<file path="src/inc/rtc_pkg.sv">
// Purpose: shared constants of the remote test control port
// Assumes: sys_clk at 250 MHz, all port lines synchronous to it
// Notes: active-low lines carry the suffix N
//
// Summary of operation
// - select lines carry complemented panel number
// - lock, start, stop, select asserted low
// - link up shows remote, lock honoured
// - control only while locked; select before start
// - start held low at least 1 ms
// - wait 1 s then measure 1 s
// - item line low while measuring item
// - pass, low-fail, high-fail outputs active low
// - stop aborts measurement in progress
package rtc_pkg;
    // ************************************************
    // timing
    // ************************************************
    localparam int CLK_PERIOD_NS = 4;
    localparam int START_MIN_MS = 1;
    localparam int WAIT_MIN_S = 1;
    localparam int PROBE_MIN_S = 1;
    localparam int SEQ_MIN_S = 2;
    localparam int START_MIN_CYC = START_MIN_MS * 1000000 / CLK_PERIOD_NS;
    localparam int WAIT_MIN_CYC = WAIT_MIN_S * 1000000000 / CLK_PERIOD_NS;
    localparam int PROBE_MIN_CYC = PROBE_MIN_S * 1000000000 / CLK_PERIOD_NS;
    localparam int CNT_W = 28;
    // ************************************************
    // panel select
    // ************************************************
    localparam int SEL_W = 5;
    localparam logic [4:0] PANEL_MIN = 5'h01;
    localparam logic [4:0] PANEL_MAX = 5'h1E;
    // ************************************************
    // controller registers
    // ************************************************
    localparam logic [7:0] ADDR_CTRL = 8'h00;
    localparam logic [7:0] ADDR_STATUS = 8'h04;
    localparam logic [7:0] ADDR_IRQ_STAT = 8'h08;
    localparam logic [7:0] ADDR_IRQ_CLR = 8'h0C;
    localparam logic [7:0] ADDR_IRQ_EN = 8'h10;
    localparam int CTRL_LOCK = 0;
    localparam int CTRL_START = 1;
    localparam int CTRL_STOP = 2;
    localparam int CTRL_PANEL = 8;
    localparam int ST_BUSY = 0;
    localparam int ST_TESTING = 1;
    localparam int ST_MEASURING = 2;
    localparam int ST_PASS = 3;
    localparam int ST_LOWFAIL = 4;
    localparam int ST_HIGHFAIL = 5;
    localparam int ST_LOCKED = 6;
    localparam int IRQ_W = 3;
    localparam int IRQ_TEST_BEGIN = 0;
    localparam int IRQ_TEST_END = 1;
    localparam int IRQ_REFUSED = 2;
    localparam logic [4:0] PANEL_RST = 5'h01;
endpackage

</file>
<file path="src/inc/rtc_port_if.sv">
`timescale 1ns/1ps
// Purpose: discrete control lines between controller and instrument
// Assumes: both ends on sys_clk
// Notes: every line is active low
interface rtc_port_if;
    logic lockN;
    logic startN;
    logic stopN;
    logic [rtc_pkg::SEL_W-1:0] selN;
    logic testN;
    logic itemActiveN;
    logic passN;
    logic lowFailN;
    logic highFailN;
    modport device
    (
        input lockN, startN, stopN, selN,
        output testN, itemActiveN, passN, lowFailN, highFailN
    );
    modport ctrl
    (
        output lockN, startN, stopN, selN,
        input testN, itemActiveN, passN, lowFailN, highFailN
    );
endinterface

</file>
<file path="src/verilog/rtc_ctrl.sv">
`timescale 1ns/1ps
// Purpose: automation controller end, ordered over AHB-Lite
// Assumes: zero wait state slave, single word transfers
// Notes: start and stop pulses last PULSE_CYC cycles
module rtc_ctrl
#(
    parameter int PULSE_CYC = rtc_pkg::START_MIN_CYC
)
(
    // clock and reset
    input wire logic sys_clk,
    input wire logic srst,
    // ahb-lite slave
    input wire logic hsel,
    input wire logic [31:0] haddr,
    input wire logic [1:0] htrans,
    input wire logic hwrite,
    input wire logic [2:0] hsize,
    input wire logic [31:0] hwdata,
    input wire logic hready,
    output logic [31:0] hrdata,
    output logic hreadyout,
    output logic hresp,
    // interrupt
    output logic irq,
    // control port
    rtc_port_if.ctrl port
);
    import rtc_pkg::*;

    typedef enum logic [1:0] {P_IDLE, P_SETUP, P_START, P_STOP}
        rtc_pulse_state_t;

    rtc_pulse_state_t ps_q, ps_d;
    logic [CNT_W-1:0] cnt_q;
    logic lock_q, lockN_q, startN_q, stopN_q;
    logic [SEL_W-1:0] panel_q, selN_q;
    logic [IRQ_W-1:0] irqStat_q, irqStat_d, irqEn_q;
    logic irq_q, testPrev_q, dWr_q;
    logic [7:0] dAddr_q;
    logic [31:0] rdata_q, rdMux;

    // ************************************************
    // bus decode
    // ************************************************
    wire addrPhase = hsel && htrans[1] && hready;
    wire wrCtrl = dWr_q && (dAddr_q == ADDR_CTRL);
    wire wrClr = dWr_q && (dAddr_q == ADDR_IRQ_CLR);
    wire wrEn = dWr_q && (dAddr_q == ADDR_IRQ_EN);
    wire [SEL_W-1:0] wrPanel = hwdata[CTRL_PANEL +: SEL_W];
    wire wrPanelOk = (wrPanel >= PANEL_MIN) &&
                     (wrPanel <= PANEL_MAX);
    wire reqStart = wrCtrl && hwdata[CTRL_START];
    wire reqStop = wrCtrl && hwdata[CTRL_STOP];
    wire goStart = reqStart && !reqStop && wrPanelOk &&
                   hwdata[CTRL_LOCK] && (ps_q == P_IDLE);
    wire refused = reqStart && !reqStop && !goStart;
    wire pulseEnd = cnt_q == CNT_W'(PULSE_CYC - 1);

    wire [31:0] ctrlRd = {19'h0, panel_q, 7'h0, lock_q};
    wire [6:0] statBits = {lock_q, !port.highFailN, !port.lowFailN,
                           !port.passN, !port.itemActiveN, !port.testN,
                           ps_q != P_IDLE};
    wire [31:0] statRd = {25'h0, statBits};

    always_comb
    begin
        rdMux = 32'h0;
        unique case (haddr[7:0])
            ADDR_CTRL: rdMux = ctrlRd;
            ADDR_STATUS: rdMux = statRd;
            ADDR_IRQ_STAT: rdMux = {29'h0, irqStat_q};
            ADDR_IRQ_EN: rdMux = {29'h0, irqEn_q};
            default: rdMux = 32'h0;
        endcase
    end

    always_ff @(posedge sys_clk)
    begin
        if (srst)
        begin
            dWr_q <= 1'b0;
            dAddr_q <= 8'h00;
            rdata_q <= 32'h0;
        end
        else
        begin
            dWr_q <= addrPhase && hwrite;
            dAddr_q <= haddr[7:0];
            if (addrPhase && !hwrite)
            begin
                rdata_q <= rdMux;
            end
        end
    end

    // ************************************************
    // pulse sequencer
    // ************************************************
    always_comb
    begin
        ps_d = ps_q;
        unique case (ps_q)
            P_IDLE:
            begin
                if (reqStop)
                begin
                    ps_d = P_STOP;
                end
                else if (goStart)
                begin
                    ps_d = P_SETUP;
                end
            end
            P_SETUP:
            begin
                ps_d = reqStop ? P_STOP : P_START;
            end
            P_START, P_STOP:
            begin
                if (reqStop && ps_q == P_START)
                begin
                    ps_d = P_STOP;
                end
                else if (pulseEnd)
                begin
                    ps_d = P_IDLE;
                end
            end
        endcase
    end

    always_ff @(posedge sys_clk)
    begin
        if (srst)
        begin
            ps_q <= P_IDLE;
            cnt_q <= '0;
        end
        else
        begin
            ps_q <= ps_d;
            cnt_q <= (ps_d != ps_q) ? '0 : cnt_q + CNT_W'(1);
        end
    end

    // ************************************************
    // registers and port lines
    // ************************************************
    assign irqStat_d = (irqStat_q & ~(wrClr ? hwdata[IRQ_W-1:0] : '0)) |
                       {refused, port.testN && !testPrev_q,
                        !port.testN && testPrev_q};

    always_ff @(posedge sys_clk)
    begin
        if (srst)
        begin
            lock_q <= 1'b0;
            panel_q <= PANEL_RST;
            irqEn_q <= '0;
            irqStat_q <= '0;
            irq_q <= 1'b0;
            testPrev_q <= 1'b1;
            lockN_q <= 1'b1;
            startN_q <= 1'b1;
            stopN_q <= 1'b1;
            selN_q <= '1;
        end
        else
        begin
            if (wrCtrl)
            begin
                lock_q <= hwdata[CTRL_LOCK];
                panel_q <= wrPanel;
            end
            if (wrEn)
            begin
                irqEn_q <= hwdata[IRQ_W-1:0];
            end
            irqStat_q <= irqStat_d;
            irq_q <= |(irqStat_d & irqEn_q);
            testPrev_q <= port.testN;
            lockN_q <= !(wrCtrl ? hwdata[CTRL_LOCK] : lock_q);
            if (goStart)
            begin
                selN_q <= ~wrPanel;
            end
            startN_q <= ps_d != P_START;
            stopN_q <= ps_d != P_STOP;
        end
    end

    assign port.lockN = lockN_q;
    assign port.startN = startN_q;
    assign port.stopN = stopN_q;
    assign port.selN = selN_q;
    assign hrdata = rdata_q;
    assign hreadyout = 1'b1;
    assign hresp = 1'b0;
    assign irq = irq_q;
endmodule

</file>
<file path="src/flat_wrapper.sv">
// flat-port wrapper written by rule: the top's interface ports become plain ports
module rtc_ctrl_flat import rtc_pkg::*;
#(
    parameter int PULSE_CYC = rtc_pkg::START_MIN_CYC
)
  (sys_clk, srst, hsel, haddr, htrans, hwrite, hsize, hwdata, hready, hrdata, hreadyout, hresp, irq, port_lockN, port_startN, port_stopN, port_selN, port_testN, port_itemActiveN, port_passN, port_lowFailN, port_highFailN);
  rtc_port_if port_i ();
  input wire logic sys_clk;
  input wire logic srst;
  input wire logic hsel;
  input wire logic [31:0] haddr;
  input wire logic [1:0] htrans;
  input wire logic hwrite;
  input wire logic [2:0] hsize;
  input wire logic [31:0] hwdata;
  input wire logic hready;
  output logic [31:0] hrdata;
  output logic hreadyout;
  output logic hresp;
  output logic irq;
  output wire logic [$bits(port_i.lockN)-1:0] port_lockN;
  output wire logic [$bits(port_i.startN)-1:0] port_startN;
  output wire logic [$bits(port_i.stopN)-1:0] port_stopN;
  output wire logic [$bits(port_i.selN)-1:0] port_selN;
  input wire logic [$bits(port_i.testN)-1:0] port_testN;
  input wire logic [$bits(port_i.itemActiveN)-1:0] port_itemActiveN;
  input wire logic [$bits(port_i.passN)-1:0] port_passN;
  input wire logic [$bits(port_i.lowFailN)-1:0] port_lowFailN;
  input wire logic [$bits(port_i.highFailN)-1:0] port_highFailN;
  assign port_lockN = port_i.lockN;
  assign port_startN = port_i.startN;
  assign port_stopN = port_i.stopN;
  assign port_selN = port_i.selN;
  assign port_i.testN = port_testN;
  assign port_i.itemActiveN = port_itemActiveN;
  assign port_i.passN = port_passN;
  assign port_i.lowFailN = port_lowFailN;
  assign port_i.highFailN = port_highFailN;
  rtc_ctrl #(.PULSE_CYC(PULSE_CYC)) u_core (.sys_clk(sys_clk), .srst(srst), .hsel(hsel), .haddr(haddr), .htrans(htrans), .hwrite(hwrite), .hsize(hsize), .hwdata(hwdata), .hready(hready), .hrdata(hrdata), .hreadyout(hreadyout), .hresp(hresp), .irq(irq), .port(port_i));
endmodule
</file>
<file path="config.mk">
export PLATFORM = sky130hd
export DESIGN_NAME = rtc_ctrl_flat
export DESIGN_NICKNAME = d
export VERILOG_FILES = /design/src/inc/rtc_pkg.sv /design/src/inc/rtc_port_if.sv /design/src/verilog/rtc_ctrl.sv /design/src/flat_wrapper.sv
export SDC_FILE = /design/constraint.sdc
export NUM_CORES = 1
export LEC_CHECK = 0
export BUFFER_PORTS_ARGS = -buffer_cell sky130_fd_sc_hd__clkbuf_2
export CAP_MARGIN = 5
export CORE_ASPECT_RATIO = 1.2
export CORE_MARGIN = 2
export CORE_UTILIZATION = 50
export DETAILED_ROUTE_END_ITERATION = 8
export GPL_TIMING_DRIVEN = 0
export PLACE_DENSITY = 0.88
export RECOVER_POWER = 50
export SYNTH_ARGS = -nofsm -noshare
export SYNTH_HDL_FRONTEND = slang
export SYNTH_SLANG_ARGS = --single-unit
</file>
<file path="constraint.sdc">
create_clock -name sys_clk -period 5.5 [get_ports sys_clk]
set_input_delay 0 -clock sys_clk [delete_from_list [all_inputs] [get_ports sys_clk]]
set_output_delay 0 -clock sys_clk [all_outputs]
set_load 0.01 [all_outputs]
</file>
==> metrics.md, run 1 <==
| Metric | Value |
|---|---|
| Nature of the critical path startpoint | `flip-flop` |
| Share of Yosys cell area claimed by the top area cell type | `0.456` |
| CP required | `5.74 ns` |
| Total track usage | `0.218` |
| WL/cell | `13.8 um` |
| CTS HTree Levels | `3` |
| RSZ-0062 raised after global routing | `false` |
| Worst r2r path cells | `7` |
| I/O Buffers | `45` |
| Yosys warning count | `0` |
| Arrival time worst endpoint | `3.51 ns` |
| Crit. End Element | `flip-flop` |
| Post-CTS Setup Bufs | `0` |
| CTS tree | `yes` |
| Hold Crit Depth | `2` |
| Vias in the first global route | `2761` |
| Async S/R FF share, synth | `0` |
| TritonCTS Sinks | `73` |
| Commonest non-fill, non-tap cell in the layout | `dfxtp_1` |
| Worst slew margin | `-0.148` |
| ANT nets after route | `0` |
| Final setup fails | `0` |
| Post-CTS resize count | `0` |
| Drt via density | `5.14` |
| Final Critical Period | `3.28 ns` |
| WL final | `7.46 mm` |
| Die Area | `7060 um^2` |
| Synth Register Bits | `73` |
| Pwr per Cell Area | `281 nW/um^2` |
| Final non-filler cell total | `542` |
| Core Area | `6130 um^2` |
| DP Cell Count | `506` |
| CP Class | `flip-flop to flip-flop` |
| Worst setup margin | `2.22 ns` |
| Least-Margin Pin Slew | `1.71 ns` |
| Nets@finish | `535` |
| GRT overflow | `0` |
| Drt pass-1 iters | `5` |
| DIE WIDTH | `77.1 um` |
| Status | `finished with violations` |
| Root buf cell | `clkbuf_8` |
| IO Count | `122` |
| Clk pin slew, worst setup/hold paths | `0.08 ns` |
| EDFF count, synth | `0` |
| Hold slack | `0.0329 ns` |
| Mapped Avg Cell Area | `8.92 um^2` |
| Maximum vdd drop | `0.000172 V` |
| DP Wirelength | `5.08 mm` |
| Final routed DRC violation total | `0` |
| Post-Synthesis Cells | `359` |
| Diodes inserted | `0` |
| Initial DRC count | `108` |
| Worst hold path class | `primary input to flip-flop` |
| Leakage | `1.60 nW` |
| Ys flop type | `dfxtp_1` |
| Clk_lat worst skew | `0.35 ns` |
| Final Max Tran Viols | `11` |
| RePlAce Congestion | `0.888` |
| Hold Fails Final Rpt | `0` |
| Initial Utilization | `0.523` |
| Max Cap Violations | `1` |
| Crit Path Max Fanout | `10` |
| Max Fclk | `0.305 GHz` |
| Post-Syn Area | `3200 um^2` |
| CTS buffer count | `9` |
| Post-Place Worst Slack | `3.11 ns` |
| Clock Path Buffers | `2` |
| Synth unique cells | `47` |
| Failing checks | `max-capacitance violations, max-slew violations` |
| First-pass GRT wire length | `12.3 mm` |
| P&R area growth vs syn | `25.1%` |
| Synth area leader | `dfxtp_1` |
| Layout Skew | `0.00859 ns` |
| FP Rows | `31` |
| Largest net degree at the start of global routing | `14` |
| Via count | `2784` |
| Initial antenna violation count | `0` |
| Synth top area cells | `dfxtp_1, xor2_1, buf_4, nor2_1, nand2_1` |
| Fillers | `516` |
| Sequential share of the synthesized area | `0.456` |
| Die Y-Extent | `91.7 um` |
| Most frequent cells in the layout | `dfxtp_1, nor2_1, clkbuf_1` |
| Setup TNS | `0 ns` |
| Period utilisation layout | `0.595` |
| Share of layout cells above drive strength 1 | `0.146` |
-- metrics by stage --
step | power, mW | utilization | cell area, um^2
global placement | 0.618 | 0.588 | 3610
finish | 1.13 | 0.654 | 4010
detailed placement | 0.620 | 0.588 | 3610
global route | 1.17 | 0.654 | 4010
floorplan | 0.599 | - | 3280
CTS | 1.13 | 0.661 | 4050
-- state kept, by name, summed over array words and instances, names as in the netlist, 2 cells and up --
register / count
u_core.cnt_q: 28
u_core.dAddr_q: 8
u_core.hrdata: 12
u_core.irqEn_q: 3
u_core.irqStat_q: 3
u_core.panel_q: 5
u_core.port.selN: 5
u_core.ps_q: 2
-- worst paths after layout --
path | endpoint | startpoint | slack (ns)
worst max-delay path | u_core.cnt_q[2] | u_core.dAddr_q[5] | 2.22
worst min-delay path | u_core.dAddr_q[3] | haddr[3] | 0.03
worst max register to register | u_core.cnt_q[2] | u_core.dAddr_q[5] | 2.22
worst min register to register | u_core.hrdata[2] | u_core.hrdata[2] | 0.46
-- Yosys cell counts, drive strengths merged (2+ instances only) --
master and number:
dfxtp 73, nor2 43, nand2 31, buf 27, xor2 19, nand3 17, o21ai 14, nor2b 12
a21oi 10, clkbuf 10, inv 10, nand4 10, mux2i 8, nor4 8, a31oi 7, xnor2 7
a22o 5, and3 5, o211ai 5, and4 4, nor3 4, nand2b 3, nor4b 3, or4 3
a211oi 2, a22oi 2, conb 2, nor3b 2, or2 2
-- kinds of logic (layout without fill, tap and decap cells) --
logic type               after synthesis  in the layout  synth area share
AND/OR/NAND/NOR                      151            151             0.248
flip-flops                            73             73             0.456
AO/OA/AOI/OAI                         51             51             0.108
buffers and inverters                 47            128            0.0859
XOR/XNOR                              26             26            0.0711
multiplexers                           8              8            0.0250
other                                  2             22           0.00234
adder cells (fa/ha/maj)                1              1           0.00391
-- area by class of cell --
class	instances	area, um^2	share of cell area
Inverter	10	37.5	0.00937
Timing Repair Buffer	65	397	0.0990
Tap cell	82	103	0.0256
Clock inverter	6	115	0.0287
Multi-Input combinational cell	259	1530	0.382
Clock buffer	10	128	0.0318
Buffer	37	236	0.0590
Sequential cell	73	1460	0.365
-- metal layers --
layer | GRT usage | vias up | routed length [um] | share of wire
li1 | - | 1396 | - | -
met3 | 0.0591 | 18 | 314 | 0.042
met1 | 0.218 | 1292 | 2960 | 0.40
met4 | 0.0893 | 0 | 193 | 0.026
met5 | 0 | - | 0 | 0
met2 | 0.422 | 78 | 4000 | 0.54
-- critical path, stage by stage, from the launching register on --
cell	delay [ns]
dfxtp_1	0.31
or4b_1	0.52
clkbuf_1	0.17
nor3_1	1.30
nand3_4	0.17
a31oi_4	0.43
buf_6	0.20
nor2_1	0.06
-- repair_timing --
action,in CTS,in global routing
setup endpoints to repair,0,0
hold endpoints to repair,26,0
hold buffers,20,0
-- power breakdown --
group,switching [mW],internal [mW]
combinational,0.0422,0.0388
sequential,0.00484,0.535
clock,0.201,0.304
total,0.248,0.878
Power figures use the tool's default switching activity.
==> run 2, diff against run 1 <==
- CORE_UTILIZATION: 50 -> 49
- PLACE_DENSITY: 0.88 -> 0.87
- clock period: 5.5 -> 3.4 ns (I/O delays scaled with it)
==> run 2 against run 1 <==
  * The run now ends clean
  * Clock power grew 51%
  * Wire length shrank 1.6%
  * Flip-flop and latch count is the same
  * Cell count grew 0.55%
  * Sequential share of layout area is essentially flat
  * Worst setup slack lost 1.3 ns
  * Utilization shrank 2.5 points
  * Via count grew 0.57%
  * First-iteration DRC count grew 2.8%
  * Non-clock buffer count is the same
  * Critical endpoint is now u_core.cnt_q[17]
  * Largest power group unchanged
==> metrics.md, run 2 (synthesized netlist as in run 1, its figures left out) <==
| Metric | Value |
|---|---|
| Max Fclk | `0.408 GHz` |
| Maximum vdd drop | `0.000353 V` |
| Final core utilization | `0.629` |
| CTS HTree Levels | `3` |
| Least-Margin Pin Slew | `1.23 ns` |
| Diodes inserted | `0` |
| Root buf cell | `clkbuf_8` |
| IO Count | `122` |
| TritonCTS Sinks | `73` |
| FP Rows | `32` |
| Worst r2r path cells | `7` |
| Post-DP Area | `3610 um^2` |
| Max Cap Violations | `0` |
| Final setup fails | `0` |
| Hold Fails Final Rpt | `0` |
| Worst slew margin | `0.174` |
| DP Wirelength | `4.91 mm` |
| P&R area growth vs syn | `25.1%` |
| Clock Path Buffers | `2` |
| WL final | `7.35 mm` |
| Crit. End Element | `flip-flop` |
| Worst R2R Setup Slack | `0.95 ns` |
| Final Max Tran Viols | `0` |
| Total track usage | `0.210` |
| Post-CTS Setup Bufs | `0` |
| RSZ-0062 raised after global routing | `false` |
| Hold slack | `0.0495 ns` |
| Period utilisation layout | `0.720` |
| Vias in the first global route | `2820` |
| Post-Layout Inst Area | `4010 um^2` |
| First-pass GRT wire length | `12.1 mm` |
| Initial antenna violation count | `0` |
| Clk pin slew, worst setup/hold paths | `0.08 ns` |
| Nets@finish | `535` |
| Arrival time worst endpoint | `2.69 ns` |
| Initial DRC count | `111` |
| CTS buffer count | `9` |
| Layout Skew | `0.00816 ns` |
| Die Y-Extent | `92.6 um` |
| Core Area | `6370 um^2` |
| Worst r2r dst | `u_core.cnt_q[17]` |
| Drt pass-1 iters | `4` |
| Drt via density | `5.14` |
| Leakage | `1.60 nW` |
| Status | `finished clean` |
| Crit Path Max Fanout | `10` |
| Pwr per Cell Area | `441 nW/um^2` |
| CP Capture Point | `u_core.cnt_q[17]` |
| CTS tree | `yes` |
| CP required | `3.64 ns` |
| GRT overflow | `0` |
| RePlAce Congestion | `0.919` |
| Most frequent cells in the layout | `dfxtp_1, nor2_1, clkbuf_1` |
| Final routed DRC violation total | `0` |
| Worst Setup SP | `u_core.dAddr_q[5]` |
| Nature of the critical path startpoint | `flip-flop` |
| Largest net degree at the start of global routing | `14` |
| Share of layout cells above drive strength 1 | `0.148` |
| WL/cell | `13.5 um` |
| DIE WIDTH | `77.8 um` |
| Initial Utilization | `0.503` |
| Final Critical Period | `2.45 ns` |
| Clk_lat worst skew | `0.35 ns` |
| Reg2reg start | `u_core.dAddr_q[5]` |
| Setup TNS | `0 ns` |
| Die Area | `7200 um^2` |
| Fillers | `533` |
| Largest Register | `u_core.cnt_q` |
| I/O Buffers | `45` |
| Worst hold path class | `primary input to flip-flop` |
| Max reg flops | `28` |
| Via count | `2800` |
| Commonest non-fill, non-tap cell in the layout | `dfxtp_1` |
| CP Class | `flip-flop to flip-flop` |
| ANT nets after route | `0` |
==> run 2: cell count changes in the layout (fill, tap and decap cells not counted) <==
cell       delta
nor3_4        +1
clkinv_2      +1
clkbuf_2      -1
nor3_1        -1
bufinv_16     -1
clkbuf_8      +1
==> run 2: area by class of cell <==
| cell class | instances | area, um^2 | share of cell area |
|---|---|---|---|
| Inverter | 10 | 37.5 | 0.00937 |
| Buffer | 37 | 236 | 0.0590 |
| Clock inverter | 6 | 90.1 | 0.0225 |
| Tap cell | 85 | 106 | 0.0265 |
| Multi-Input combinational cell | 259 | 1540 | 0.385 |
| Sequential cell | 73 | 1460 | 0.365 |
| Clock buffer | 10 | 138 | 0.0344 |
| Timing Repair Buffer | 65 | 395 | 0.0987 |
==> run 2: repair_timing <==
| item | 4_1_cts | 5_1_grt |
|---|---|---|
| resized for setup | 0 | 0 |
| hold buffers | 20 | 0 |
| hold endpoints to repair | 26 | 0 |
==> run 2: worst min-delay path by stage <==
stage | startpoint | to | slack [ns] | cells after the start
after floorplan | port_testN | u_core.testPrev_q | 0.11 | 2
after global placement | port_lowFailN | u_core.hrdata[4] | 0.20 | 2
after detailed placement | port_lowFailN | u_core.hrdata[4] | 0.21 | 2
after CTS | haddr[3] | u_core.dAddr_q[3] | 0.03 | 2
after global routing | haddr[3] | u_core.dAddr_q[3] | 0.07 | 2
final | haddr[3] | u_core.dAddr_q[3] | 0.05 | 2
==> run 2: layer usage <==
metal  global-route usage  share of wire
met1                0.214           0.40
met2                0.381           0.52
met3               0.0409          0.050
met4                0.141          0.037
met5                    0              0
==> run 2: critical path, cell delays in order (launching register included) <==
cell      delay, ns
dfxtp_1        0.30
or4b_1         0.53
clkbuf_1       0.19
nor3_4         0.51
nand3_4        0.15
a31oi_4        0.39
buf_6          0.20
nor2_1         0.06
==> run 2: power breakdown <==
group          internal, mW  switching [mW]
Sequential            0.866         0.00686
Combinational        0.0626          0.0681
Clock                 0.435           0.327
Total                  1.36           0.402
==> run 2: metrics by stage <==
step / setup WS [ns] / power [mW] / instances
finish: 0.951 / 1.77 / 545
floorplan: 1.32 / 0.970 / 379
detailed placement: 1.01 / 1.00 / 509
global placement: 1.01 / 1.00 / 509
global route: 0.811 / 1.82 / 545
CTS: 0.962 / 1.78 / 545
==> run 3, diff against run 2 <==
- clock period: 3.4 -> 2.35 ns (I/O delays scaled with it)
==> run 3 against run 2 <==
  * Wire length grew 0.91%
  * Global-route usage grew 0.083 points
  * Largest cell class unchanged
  * Count of clock-buffer cells in the layout is the same
  * First-iteration DRC count grew 31%
  * Combinational power grew 47%
  * Total power grew 45%
  * Highest routed layer unchanged
  * Non-clock buffer count grew 3
  * Critical endpoint is now u_core.irq
  * Clock skew grew 0.0010 ns
==> metrics.md, run 3 (synthesized netlist as in run 1, its figures left out) <==
| Metric | Value |
|---|---|
| Commonest non-fill, non-tap cell in the layout | `dfxtp_1` |
| Die Y-Extent | `92.6 um` |
| Hold slack | `0.0436 ns` |
| CP required | `2.59 ns` |
| Crit Path Max Fanout | `5` |
| RSZ-0062 raised after global routing | `false` |
| Leakage | `1.61 nW` |
| FP Rows | `32` |
| DP Wirelength | `4.91 mm` |
| Most frequent cells in the layout | `dfxtp_1, nor2_1, clkbuf_1` |
| First-pass GRT wire length | `12.1 mm` |
| Largest net degree at the start of global routing | `14` |
| GRT overflow | `0` |
| Initial antenna violation count | `0` |
| Worst Setup SP | `u_core.dAddr_q[5]` |
| I/O Buffers | `45` |
| Hold path start | `haddr[3]` |
| Initial Utilization | `0.503` |
| WL/cell | `13.5 um` |
| Maximum vdd drop | `0.000511 V` |
| Arrival time worst endpoint | `2.49 ns` |
| CP Class | `flip-flop to flip-flop` |
| ANT nets after route | `0` |
| Pwr per Cell Area | `634 nW/um^2` |
| Diodes inserted | `0` |
| DP Cell Count | `509` |
| Worst hold path class | `primary input to flip-flop` |
| Layout Skew | `0.00915 ns` |
| RePlAce Congestion | `0.919` |
| Clk_lat worst skew | `0.35 ns` |
| Vias in the first global route | `2822` |
| Worst slew margin | `0.493` |
| Total track usage | `0.211` |
| Setup TNS | `0 ns` |
| Clock Path Buffers | `2` |
| Core Area | `6370 um^2` |
| Least-Margin Pin Slew | `0.754 ns` |
| Via count | `2819` |
| Max Fclk | `0.446 GHz` |
| Max Cap Violations | `0` |
| P&R area growth vs syn | `26.2%` |
| Fillers | `527` |
| Drt pass-1 iters | `4` |
| Final non-filler cell total | `548` |
| Status | `finished clean` |
| CTS HTree Levels | `3` |
| WL final | `7.41 mm` |
| Worst r2r dst | `u_core.irq` |
| TritonCTS Sinks | `73` |
| Clk pin slew, worst setup/hold paths | `0.08 ns` |
| Final Max Tran Viols | `0` |
| Root buf cell | `clkbuf_8` |
| Die Area | `7200 um^2` |
| Final setup fails | `0` |
| IO Count | `122` |
| Crit. End Element | `flip-flop` |
| Max reg flops | `28` |
| Worst setup margin | `0.106 ns` |
| Post-Layout Inst Area | `4040 um^2` |
| Post-Place Worst Slack | `-0.0410 ns` |
| Total power | `2.56 mW` |
| Nature of the critical path startpoint | `flip-flop` |
| DIE WIDTH | `77.8 um` |
| CTS buffer count | `9` |
| Share of layout cells above drive strength 1 | `0.162` |
| Final Critical Period | `2.24 ns` |
| Hold Fails Final Rpt | `0` |
| Period utilisation layout | `0.955` |
| Final core utilization | `0.635` |
| CTS tree | `yes` |
| Final routed DRC violation total | `0` |
| CP Capture Point | `u_core.irq` |
| Reg2reg start | `u_core.dAddr_q[5]` |
| Initial DRC count | `145` |
| Drt via density | `5.14` |
| Worst r2r path cells | `6` |
| Nets@finish | `538` |
| Worst R2R Setup Slack | `0.11 ns` |
| Post-DP Area | `3610 um^2` |
| Largest Register | `u_core.cnt_q` |
[run 3: critical path, cell delays in order, from the launching register on]
cell and delay, ns:
dfxtp_1 0.30, or4b_1 0.53, buf_2 0.18, or3_1 0.42
o211a_1 0.23, a41o_1 0.20, a221o_1 0.27
[run 3: worst min-delay path by stage]
stage / to / slack [ns] / cells past startpoint
2_1_floorplan: u_core.testPrev_q / 0.11 / 2
3_3_place_gp: u_core.hrdata[4] / 0.20 / 2
3_5_place_dp: u_core.hrdata[4] / 0.21 / 2
4_1_cts: u_core.dAddr_q[3] / 0.03 / 2
5_1_grt: u_core.dAddr_q[3] / 0.07 / 2
6_report: u_core.dAddr_q[3] / 0.04 / 2
[run 3: what timing repair did]
item / 4_1_cts / 5_1_grt
pin swaps: 1 / 0
hold buffers: 20 / 0
gates cloned: 0 / 0
setup endpoints to repair: 20 / 21
resized for setup: 0 / 3
buffers inserted: 1 / 2
endpoints found under the hold margin: 26 / 0
[run 3: cell type report]
| type | count | area (um^2) | area share |
|---|---|---|---|
| buffer | 37 | 238 | 0.0588 |
| clock buffer | 10 | 138 | 0.0340 |
| clock inverter | 6 | 90.1 | 0.0223 |
| sequential | 73 | 1460 | 0.361 |
| tap | 85 | 106 | 0.0263 |
| multi-input combinational | 259 | 1560 | 0.385 |
| inverter | 10 | 37.5 | 0.00929 |
| timing repair buffer | 68 | 415 | 0.103 |
[run 3: where the power goes]
part           leakage (nW)  total (mW)  internal, mW  switching [mW]
logic                 0.908       0.193        0.0932          0.0997
clock network         0.113        1.11         0.630           0.478
registers             0.592        1.26          1.25         0.00996
total                  1.61        2.56          1.98           0.587
[run 3: metal layers]
layer  vias to the layer above  global-route usage  wire length, um
met4                         0               0.141              274
li1                       1398                   -                -
met5                         -                   0                0
met2                        78               0.383             3810
met3                        23              0.0409              348
met1                      1320               0.215             2980
